File: src/design/uart_rx_pkg.sv
package uart_rx_pkg;

  // Register byte offsets on the APB bus.
  localparam logic [7:0] RX_STATUS_OFF  = 8'h00;
  localparam logic [7:0] RX_DATA_OFF    = 8'h04;
  localparam logic [7:0] INT_CTRL_OFF   = 8'h08;
  localparam logic [7:0] TX_STATUS_OFF  = 8'h0c;

  // Field positions in the receive status register.
  localparam int NINTH_POS   = 0;
  localparam int OVERRUN_POS = 1;
  localparam int FRAME_POS   = 2;
  localparam int ADDR_POS    = 3;
  localparam int RXEN_POS    = 4;
  localparam int NINE_POS    = 6;
  localparam int PORTEN_POS  = 7;
  localparam int FLAG_POS    = 8;

  // Field positions in the interrupt control register.
  localparam int RXIE_POS    = 0;
  localparam int PERIE_POS   = 1;
  localparam int GLOBIE_POS  = 2;

  // Field position of the synchronous-mode bit in the transmit status register.
  localparam int SYNC_POS    = 4;

  localparam logic [31:0] RX_STATUS_RST = 32'h0000_0000;
  localparam logic [31:0] INT_CTRL_RST  = 32'h0000_0000;
  localparam logic [31:0] TX_STATUS_RST = 32'h0000_0000;

  // Oversampling: ticks per bit, half bit, and the three vote samples.
  localparam int          OVERSAMPLE    = 16;
  localparam logic [3:0]  HALF_BIT      = 4'h7;
  localparam logic [3:0]  LAST_TICK     = 4'hf;
  // The last vote sample is the live line at the shift tick.
  localparam logic [3:0]  VOTE_A        = 4'hd;
  localparam logic [3:0]  VOTE_B        = 4'he;
  localparam logic [3:0]  VOTE_C        = 4'hf;
  localparam int          FIFO_DEPTH    = 2;

  typedef enum logic [1:0] {ST_IDLE, ST_START, ST_DATA, ST_STOP} rx_state_e;

  typedef struct packed {
    logic       frameErr;
    logic [8:0] data;
  } rx_entry_s;

endpackage

File: src/design/uart_async_receiver.sv
// Notes on behaviour
// - Line sampled on a sixteen-times tick; shift register advances once per bit.
// - Finished characters go straight into a two-entry FIFO.
// - Reception runs only with receive enable, port enable, and synchronous mode off.
// - Port enable makes the receive pin input and forces the transmit pin output.
// - Start bit rechecked at half bit; if high, abandon silently and rehunt.
// - Data bits sampled at bit centre by majority vote and shifted in.
// - Stop position sampled; low sets that character's framing error, high clears it.
// - After the stop sample the character is pushed and the flag rises.
// - Flag is high exactly while enabled and the FIFO is non-empty; read-only.
// - Interrupt request needs receive, peripheral and global enables; flag ignores them.
// - Reading receive data returns and pops the oldest character.
// - Each entry keeps its framing error; status shows the oldest entry's bit.
// - Port disable clears framing status; receive disable does not; no interrupt.
// - A framing error does not stop reception.
// - Third character into a full FIFO sets overrun and blocks further reception.
// - Overrun clears only by clearing receive enable or port enable.
// - Nine-bit mode shifts nine bits; the ninth of the oldest entry is readable.
// - With address detection in nine-bit mode only ninth-bit-set characters are queued.
`timescale 1ns/1ps
module uart_async_receiver
  import uart_rx_pkg::*;
(
  input  wire logic        core_clk,
  input  wire logic        rst_b,
  input  wire logic        psel,
  input  wire logic        penable,
  input  wire logic        pwrite,
  input  wire logic [7:0]  paddr,
  input  wire logic [31:0] pwdata,
  output logic      [31:0] prdata,
  output logic             pready,
  output logic             pslverr,
  input  wire logic        baudTick16,
  input  wire logic        receivePinIn,
  output logic             receivePinOe,
  output logic             transmitPinOe,
  input  wire logic        transmitDirBit,
  input  wire logic        transmitPortLatch,
  input  wire logic        transmitSerialOut,
  output logic             transmitPinOut,
  output logic             receiveInterruptFlag,
  output logic             receiveIrq
);

  logic [31:0] rxStatus_ff;
  logic [31:0] intCtrl_ff;
  logic [31:0] txStatus_ff;
  rx_state_e   state_ff;
  rx_state_e   nxt_state;
  logic [3:0]  tickCnt_ff;
  logic [3:0]  bitCnt_ff;
  logic [1:0]  votes_ff;
  logic [8:0]  shift_ff;
  logic        overrun_ff;
  logic        lineD_ff;
  logic        rxActive;
  logic        portEn;
  logic        nineBit;
  logic        access;
  logic        wrEn;
  logic        rdData;
  logic        bitDone;
  logic        voted;
  logic        charDone;
  logic        pushOk;
  logic        fifoFlush;
  logic        fifoNotEmpty;
  logic        fifoFull;
  rx_entry_s   pushEntry;
  rx_entry_s   topEntry;
  logic [8:0]  assembled;

  function automatic logic majority(input logic [2:0] v);
    majority = (v[0] & v[1]) | (v[0] & v[2]) | (v[1] & v[2]);
  endfunction

  function automatic logic hit(input logic [7:0] a, input logic [7:0] off);
    hit = (a == off);
  endfunction

  assign portEn   = rxStatus_ff[PORTEN_POS];
  assign nineBit  = rxStatus_ff[NINE_POS];
  assign rxActive = rxStatus_ff[RXEN_POS] && portEn && !txStatus_ff[SYNC_POS];

  // Pin steering: receive pin never driven while enabled, transmit pin forced out.
  assign receivePinOe   = portEn ? 1'b0 : 1'b0;
  assign transmitPinOe  = portEn ? 1'b1 : !transmitDirBit;
  assign transmitPinOut = portEn ? transmitSerialOut : transmitPortLatch;

  // APB slave: zero-wait, every access answers in its access phase.
  assign access  = psel && penable;
  assign pready  = access;
  assign wrEn    = access && pwrite;
  assign rdData  = access && !pwrite && hit(paddr, RX_DATA_OFF);
  assign pslverr = access && !(hit(paddr, RX_STATUS_OFF) || hit(paddr, RX_DATA_OFF)
                   || hit(paddr, INT_CTRL_OFF) || hit(paddr, TX_STATUS_OFF));

  always_ff @(posedge core_clk or negedge rst_b)
  begin
    if (!rst_b)
    begin
      prdata <= 32'h0000_0000;
    end
    else if (psel && !penable && !pwrite)
    begin
      unique case (1'b1)
        hit(paddr, RX_STATUS_OFF): prdata <= {23'h000000, receiveInterruptFlag, portEn, nineBit, 1'b0,
                                              rxStatus_ff[RXEN_POS], rxStatus_ff[ADDR_POS],
                                              topEntry.frameErr && fifoNotEmpty, overrun_ff,
                                              topEntry.data[8] && fifoNotEmpty};
        hit(paddr, RX_DATA_OFF):   prdata <= {24'h000000, fifoNotEmpty ? topEntry.data[7:0] : 8'h00};
        hit(paddr, INT_CTRL_OFF):  prdata <= intCtrl_ff;
        hit(paddr, TX_STATUS_OFF): prdata <= txStatus_ff;
        default:                   prdata <= 32'h0000_0000;
      endcase
    end
  end

  // Only control bits are writable; status fields are rebuilt on read.
  always_ff @(posedge core_clk or negedge rst_b)
  begin
    if (!rst_b)
    begin
      rxStatus_ff <= RX_STATUS_RST;
      intCtrl_ff  <= INT_CTRL_RST;
      txStatus_ff <= TX_STATUS_RST;
    end
    else if (wrEn)
    begin
      if (hit(paddr, RX_STATUS_OFF))
      begin
        rxStatus_ff <= pwdata & ((32'h1 << PORTEN_POS) | (32'h1 << NINE_POS)
                       | (32'h1 << RXEN_POS) | (32'h1 << ADDR_POS));
      end
      if (hit(paddr, INT_CTRL_OFF))
      begin
        intCtrl_ff <= pwdata & 32'h0000_0007;
      end
      if (hit(paddr, TX_STATUS_OFF))
      begin
        txStatus_ff <= pwdata & (32'h1 << SYNC_POS);
      end
    end
  end

  // Line is taken as synchronous; one register gives the edge detector its history.
  always_ff @(posedge core_clk or negedge rst_b)
  begin
    if (!rst_b)
    begin
      lineD_ff <= 1'b1;
    end
    else if (baudTick16)
    begin
      lineD_ff <= receivePinIn;
    end
  end

  assign bitDone = baudTick16 && (tickCnt_ff == LAST_TICK);
  // Two stored samples and the live line at the shift tick sit at the bit centre.
  assign voted   = majority({receivePinIn, votes_ff});

  always_comb
  begin
    nxt_state = state_ff;
    unique case (state_ff)
      ST_IDLE:
        if (baudTick16 && lineD_ff && !receivePinIn && !overrun_ff)
        begin
          nxt_state = ST_START;
        end
      ST_START:
        if (baudTick16 && tickCnt_ff == HALF_BIT)
        begin
          nxt_state = receivePinIn ? ST_IDLE : ST_DATA;
        end
      ST_DATA:
        if (bitDone && bitCnt_ff == (nineBit ? 4'h8 : 4'h7))
        begin
          nxt_state = ST_STOP;
        end
      ST_STOP:
        if (bitDone)
        begin
          nxt_state = ST_IDLE;
        end
    endcase
    if (!rxActive)
    begin
      nxt_state = ST_IDLE;
    end
  end

  always_ff @(posedge core_clk or negedge rst_b)
  begin
    if (!rst_b)
    begin
      state_ff <= ST_IDLE;
    end
    else
    begin
      state_ff <= nxt_state;
    end
  end

  // Tick counter restarts at the half-bit point so later counts land at bit centres.
  always_ff @(posedge core_clk or negedge rst_b)
  begin
    if (!rst_b)
    begin
      tickCnt_ff <= 4'h0;
    end
    else if (state_ff == ST_IDLE || (state_ff == ST_START && baudTick16 && tickCnt_ff == HALF_BIT))
    begin
      tickCnt_ff <= 4'h0;
    end
    else if (baudTick16)
    begin
      tickCnt_ff <= tickCnt_ff + 4'h1;
    end
  end

  // Two samples just before the bit centre feed the vote at the shift tick of each bit.
  always_ff @(posedge core_clk or negedge rst_b)
  begin
    if (!rst_b)
    begin
      votes_ff <= 2'b11;
    end
    else if (baudTick16 && (state_ff == ST_DATA || state_ff == ST_STOP))
    begin
      if (tickCnt_ff == VOTE_A)
      begin
        votes_ff[0] <= receivePinIn;
      end
      if (tickCnt_ff == VOTE_B)
      begin
        votes_ff[1] <= receivePinIn;
      end
    end
  end

  always_ff @(posedge core_clk or negedge rst_b)
  begin
    if (!rst_b)
    begin
      shift_ff  <= 9'h000;
      bitCnt_ff <= 4'h0;
    end
    else if (state_ff != ST_DATA)
    begin
      bitCnt_ff <= 4'h0;
    end
    else if (bitDone)
    begin
      shift_ff  <= {voted, shift_ff[8:1]};
      bitCnt_ff <= bitCnt_ff + 4'h1;
    end
  end

  // LSB-first shift leaves an 8-bit character one place high.
  assign assembled = nineBit ? shift_ff : {1'b0, shift_ff[8:1]};
  assign charDone  = (state_ff == ST_STOP) && bitDone && rxActive;
  assign pushOk    = charDone && !overrun_ff && !fifoFull
                     && (!(rxStatus_ff[ADDR_POS] && nineBit) || assembled[8]);
  assign pushEntry = '{frameErr: !voted, data: assembled};
  assign fifoFlush = !portEn;

  always_ff @(posedge core_clk or negedge rst_b)
  begin
    if (!rst_b)
    begin
      overrun_ff <= 1'b0;
    end
    else if (!rxStatus_ff[RXEN_POS] || !portEn)
    begin
      overrun_ff <= 1'b0;
    end
    else if (charDone && fifoFull)
    begin
      overrun_ff <= 1'b1;
    end
  end

  rx_char_fifo #(
    .DEPTH(FIFO_DEPTH)
  ) u_fifo (
    .core_clk (core_clk),
    .rst_b    (rst_b),
    .flush    (fifoFlush),
    .push     (pushOk),
    .pushEntry(pushEntry),
    .pop      (rdData),
    .topEntry (topEntry),
    .notEmpty (fifoNotEmpty),
    .full     (fifoFull)
  );

  assign receiveInterruptFlag = rxStatus_ff[RXEN_POS] && portEn && fifoNotEmpty;
  assign receiveIrq = receiveInterruptFlag && intCtrl_ff[RXIE_POS]
                      && intCtrl_ff[PERIE_POS] && intCtrl_ff[GLOBIE_POS];

endmodule // uart_async_receiver

File: src/design/rx_char_fifo.sv
`timescale 1ns/1ps
module rx_char_fifo
  import uart_rx_pkg::*;
#(
  parameter int DEPTH = FIFO_DEPTH
)
(
  input  wire logic      core_clk,
  input  wire logic      rst_b,
  input  wire logic      flush,
  input  wire logic      push,
  input  rx_entry_s      pushEntry,
  input  wire logic      pop,
  output rx_entry_s      topEntry,
  output logic           notEmpty,
  output logic           full
);

  rx_entry_s               mem_ff [DEPTH];
  logic [$clog2(DEPTH):0]  count_ff;
  logic [$clog2(DEPTH)-1:0] rdPtr_ff;
  logic [$clog2(DEPTH)-1:0] wrPtr_ff;
  logic                    doPush;
  logic                    doPop;

  assign notEmpty = (count_ff != '0);
  assign full     = (count_ff == ($clog2(DEPTH)+1)'(DEPTH));
  assign doPush   = push && !full;
  assign doPop    = pop && notEmpty;
  assign topEntry = mem_ff[rdPtr_ff];

  always_ff @(posedge core_clk)
  begin
    if (doPush)
    begin
      mem_ff[wrPtr_ff] <= pushEntry;
    end
  end

  always_ff @(posedge core_clk or negedge rst_b)
  begin
    if (!rst_b)
    begin
      count_ff <= '0;
      rdPtr_ff <= '0;
      wrPtr_ff <= '0;
    end
    else if (flush)
    begin
      count_ff <= '0;
      rdPtr_ff <= '0;
      wrPtr_ff <= '0;
    end
    else
    begin
      if (doPush)
      begin
        wrPtr_ff <= (wrPtr_ff == ($clog2(DEPTH))'(DEPTH - 1)) ? '0 : wrPtr_ff + 1'b1;
      end
      if (doPop)
      begin
        rdPtr_ff <= (rdPtr_ff == ($clog2(DEPTH))'(DEPTH - 1)) ? '0 : rdPtr_ff + 1'b1;
      end
      count_ff <= count_ff + {{$clog2(DEPTH){1'b0}}, doPush} - {{$clog2(DEPTH){1'b0}}, doPop};
    end
  end

endmodule // rx_char_fifo

File: config.mk
export PLATFORM = sky130hd
export DESIGN_NAME = uart_async_receiver
export DESIGN_NICKNAME = d
export VERILOG_FILES = /design/src/design/uart_rx_pkg.sv /design/src/design/uart_async_receiver.sv /design/src/design/rx_char_fifo.sv
export SDC_FILE = /design/constraint.sdc
export NUM_CORES = 1
export LEC_CHECK = 0
export BUFFER_PORTS_ARGS = -buffer_cell sky130_fd_sc_hd__buf_2
export CORE_ASPECT_RATIO = 0.5
export CORE_MARGIN = 2
export CORE_UTILIZATION = 56
export DETAILED_ROUTE_END_ITERATION = 8
export PLACE_DENSITY = 0.89
export REMOVE_ABC_BUFFERS = 1
export SKIP_CTS_REPAIR_TIMING = 1
export SLEW_MARGIN = 25
export SYNTH_ARGS = -nofsm -noshare
export SYNTH_HDL_FRONTEND = slang
export SYNTH_SLANG_ARGS = --single-unit
export TNS_END_PERCENT = 5
File: constraint.sdc
create_clock -name core_clk -period 5.12 [get_ports core_clk]
set_input_delay 1.28 -clock core_clk [delete_from_list [all_inputs] [get_ports core_clk]]
set_output_delay 1.28 -clock core_clk [all_outputs]
set_load 0.01 [all_outputs]
==> out/summary.md <==
Routing
• 5 — Pre-antenna DRT Iters
• 2,265 — via count of the routed design
• 16.80 µm — wire length per cell after detailed routing
• 5.691 — ratio of routed vias to standard cells
• 0 — post-route ant nets
• 0 — DRC violations left
• 6686 µm — Routed Wire Length
• 238 — Initial DRC Count

Setup path
• 2.90 ns — flop-to-flop setup slack
• buf_2 — most repeated library cell on the critical path
• 4 — path depth of the worst reg2reg path
• 4 — number of cells on the critical path
• 0.35 ns — CP peak stage delay
• in2out — critical path type
• output pin — CP endpoint kind
• simple AND/OR/NAND/NOR gates — family with the most delay on the worst path
• nor4_4 — cell type of the slowest stage on the worst timing path
• primary input — Critical Path Start Type
• 2.01 ns — arrival time of the worst setup path
• 2 — number of buffer and inverter instances along the worst setup path
• 3.84 ns — required time worst endpoint
• buf_2 > nor4_4 > a21oi_1 > buf_2 — worst-path cell chain
• 4 — crit path max fanout

Synthesis
• 280 — post-synthesis instance total
• 0.07585 — synthesized-area fraction occupied by ao, oa, aoi and oai cells
• 0.6875 — Post-synth ARST share
• 11.49 µm² — Post-Synthesis Mean Instance Area
• 20 — number of flops mapped to enable cells by yosys
• 0.1392 — simple-gate share of the synthesized area
• 0.3189 — fraction of post-synthesis cell area in the top cell type by area
• 0.1307 — mux cell area share after synthesis
• 0.01634 — parity-gate share of the synthesized area counting xor and xnor cells
• dfrtp_1 — cell with the most instances after synthesis
• 3217 µm² — cell area after synthesis
• 0 — Synth warnings
• 48 — count of distinct cell types in the synthesized netlist
• dfrtp_1 (41), mux2_2 (28), buf_4 (24), edfxtp_1 (20), nand2_1 (19) — commonest cells in the synthesized netlist
• dfrtp_1 — cell type contributing the most total cell area after synthesis
• dfrtp_1 (32%), edfxtp_1 (19%), mux2_2 (9.8%) — biggest area contributors in the synthesized netlist
• dfrtp_1 — Top FF cell, synth
• 0.5301 — sequential element share of the synthesized area
• 0.02334 — Adder-Cell Fraction of Synth Area
• 64 — synthesis-stage register bit count
• simple AND/OR/NAND/NOR gates — main combinational cell family by area after synthesis

Floorplan
• 5515 µm² — core region area
• 89 — number of top-level pins
• 111.2 µm — Die Span X
• 57.60 µm — die extent in y
• 0.5833 — Initial Utilization
• 6404 µm² — die area
• 19 — total number of placement rows

Cells and area
• 13.81% — area delta synth->final
• 3661 µm² — summed area of non-filler cells in the final layout
• 0.2892 — layout cell share with drive strength beyond 1
• 0 — Ant. Diodes
• 398 — Final Non-Filler Cells
• 376 — number of nets at the end of the flow
• 0.6638 — Util after Layout

Power and ir drop
• 1.156 mW — overall power after layout
• 0.0002029 V — Worst VDD drop
• 315.7 nW/µm² — pwr/cell area
• 1.676 nW — Pleak

Clocking
• 3 — H-Tree Depth
• 64 — clock tree sinks
• yes — TritonCTS clock tree
• 2 — buffer levels on the longest clock path
• 0.33 ns — insertion delay of the later-clocked pin in the worst-skew pair
• 0.05 ns — CTS clk-pin slew, worst paths
• 9 — number of buffers created by CTS
• clkbuf_16 — clock tree root buffer cell

Worst hold path
• reg2reg — class of the most critical hold timing path
• 2 — Min-Delay Path Depth

Timing
• 0.6334 — Slew HR
• 3.294 ns — time the worst path needs with I/O delays and setup
• 0.5500 ns — Worst Tran Pin Value
• 0 ns — Total Neg Setup Slack
• 0.004977 ns — worst clock skew
• 0 — Final Hold Violating Endpoints
• 0 — final setup violation count
• 0 — final max-slew violation count
• 0.4747 ns — worst slack on hold paths
• 0.6434 — portion of the clock cycle consumed by the worst path in the final layout
• 1.826 ns — Worst Setup Slack, final
• 303.6 MHz — maximum achievable frequency
• no — setup repair after global routing missed its margin

GRT
• 10,930 µm — first-pass GRT wire length
• 0 — total grt overflow
• 45 — maximum number of pins on one net before global-route repair
• 0 — number of antenna violations at the first check in global routing
• 2,241 — number of global-route vias before repair
• 0.2246 — Total GRT Usage

Placed design
• 0.8858 — Placer Congestion
• 382 — Placed Cells
• 4583 µm — dpl hpwl
• 39 — IO Port Bufs
• 1.832 ns — post-placement worst setup slack
• 3371 µm² — Post-DP Area

Flow run
• 0 — total of max-cap violations

Run status
• finished, final reports clean — status

-- kinds of logic after synthesis --
kind of cell,Yosys count
buffers and inverters,46
multiplexers,36
adder cells (fa/ha/maj),6
other,1
AND/OR/NAND/NOR,81
AO/OA/AOI/OAI,40
XOR/XNOR,6
flip-flops,64
-- cell usage in the layout (no fill, tap or decap), types with 3 or more instances in the layout --
cell | synthesis | layout
o21ai_0 | 13 | 13
ha_1 | 6 | 6
edfxtp_1 | 20 | 20
a21oi_1 | 9 | 9
nor3_1 | 4 | 4
and3_1 | 4 | 4
a22oi_1 | 6 | 6
dfstp_2 | 3 | 3
inv_1 | 13 | 13
nand2b_1 | 3 | 3
conb_1 | 1 | 24
nand3_1 | 8 | 8
mux2_2 | 28 | 28
nand4_1 | 3 | 3
or3_1 | 4 | 4
mux2i_1 | 6 | 6
and2_1 | 5 | 5
nor2_1 | 18 | 18
dfrtp_1 | 41 | 41
nand2_1 | 19 | 19
buf_2 | 4 | 38
xor2_1 | 4 | 4
clkbuf_16 | 0 | 9
-- final timing paths --
path,startpoint,to
worst max-delay path,paddr[5],pslverr
worst min-delay path,prdata[0],prdata[0]
worst max register to register,tickCnt_ff[0],u_fifo.mem_ff[1][6]
worst min register to register,prdata[0],prdata[0]
max in group asynchronous,rst_b,prdata[4]
min in group asynchronous,rst_b,tickCnt_ff[0]
-- where the power goes --
group	internal, mW	switching [mW]	total, mW
combinational	0.0131	0.0310	0.0441
sequential	0.528	0.00213	0.530
clock	0.371	0.211	0.581
total	0.912	0.244	1.16
-- cell type report --
class,instances,area (µm²)
multi-input combinational,193,1330
inverter,13,48.80
fill,361,1854
clock buffer,9,225.2
clock inverter,7,62.56
timing repair buffer,39,197.7
tap,73,91.34
sequential,64,1705
-- sequential cells by signal, indices dropped and copies added (netlist names), 2 cells and up --
| register | cells |
|---|---|
| state_ff | 2 |
| tickCnt_ff | 4 |
| u_fifo.count_ff | 2 |
| prdata | 9 |
| u_fifo.mem_ff | 20 |
| rxStatus_ff | 4 |
| intCtrl_ff | 3 |
| shift_ff | 9 |
| bitCnt_ff | 4 |
| votes_ff | 2 |
-- metal layers --
metal | part of all wire | global-route usage
met2 | 0.49 | 0.3981
met1 | 0.40 | 0.2632
met3 | 0.072 | 0.05739
met4 | 0.030 | 0.1076
met5 | 0 | 0
-- worst register-to-register path: cells and delay by family (launching register included) --
| family | cells | cell delay (ns) |
|---|---|---|
| flip-flops | 1 | 0.43 |
| adder cells (fa/ha/maj) | 1 | 0.23 |
| AND/OR/NAND/NOR | 3 | 1.20 |
No activity file was read; power rests on OpenSTA's default activity.
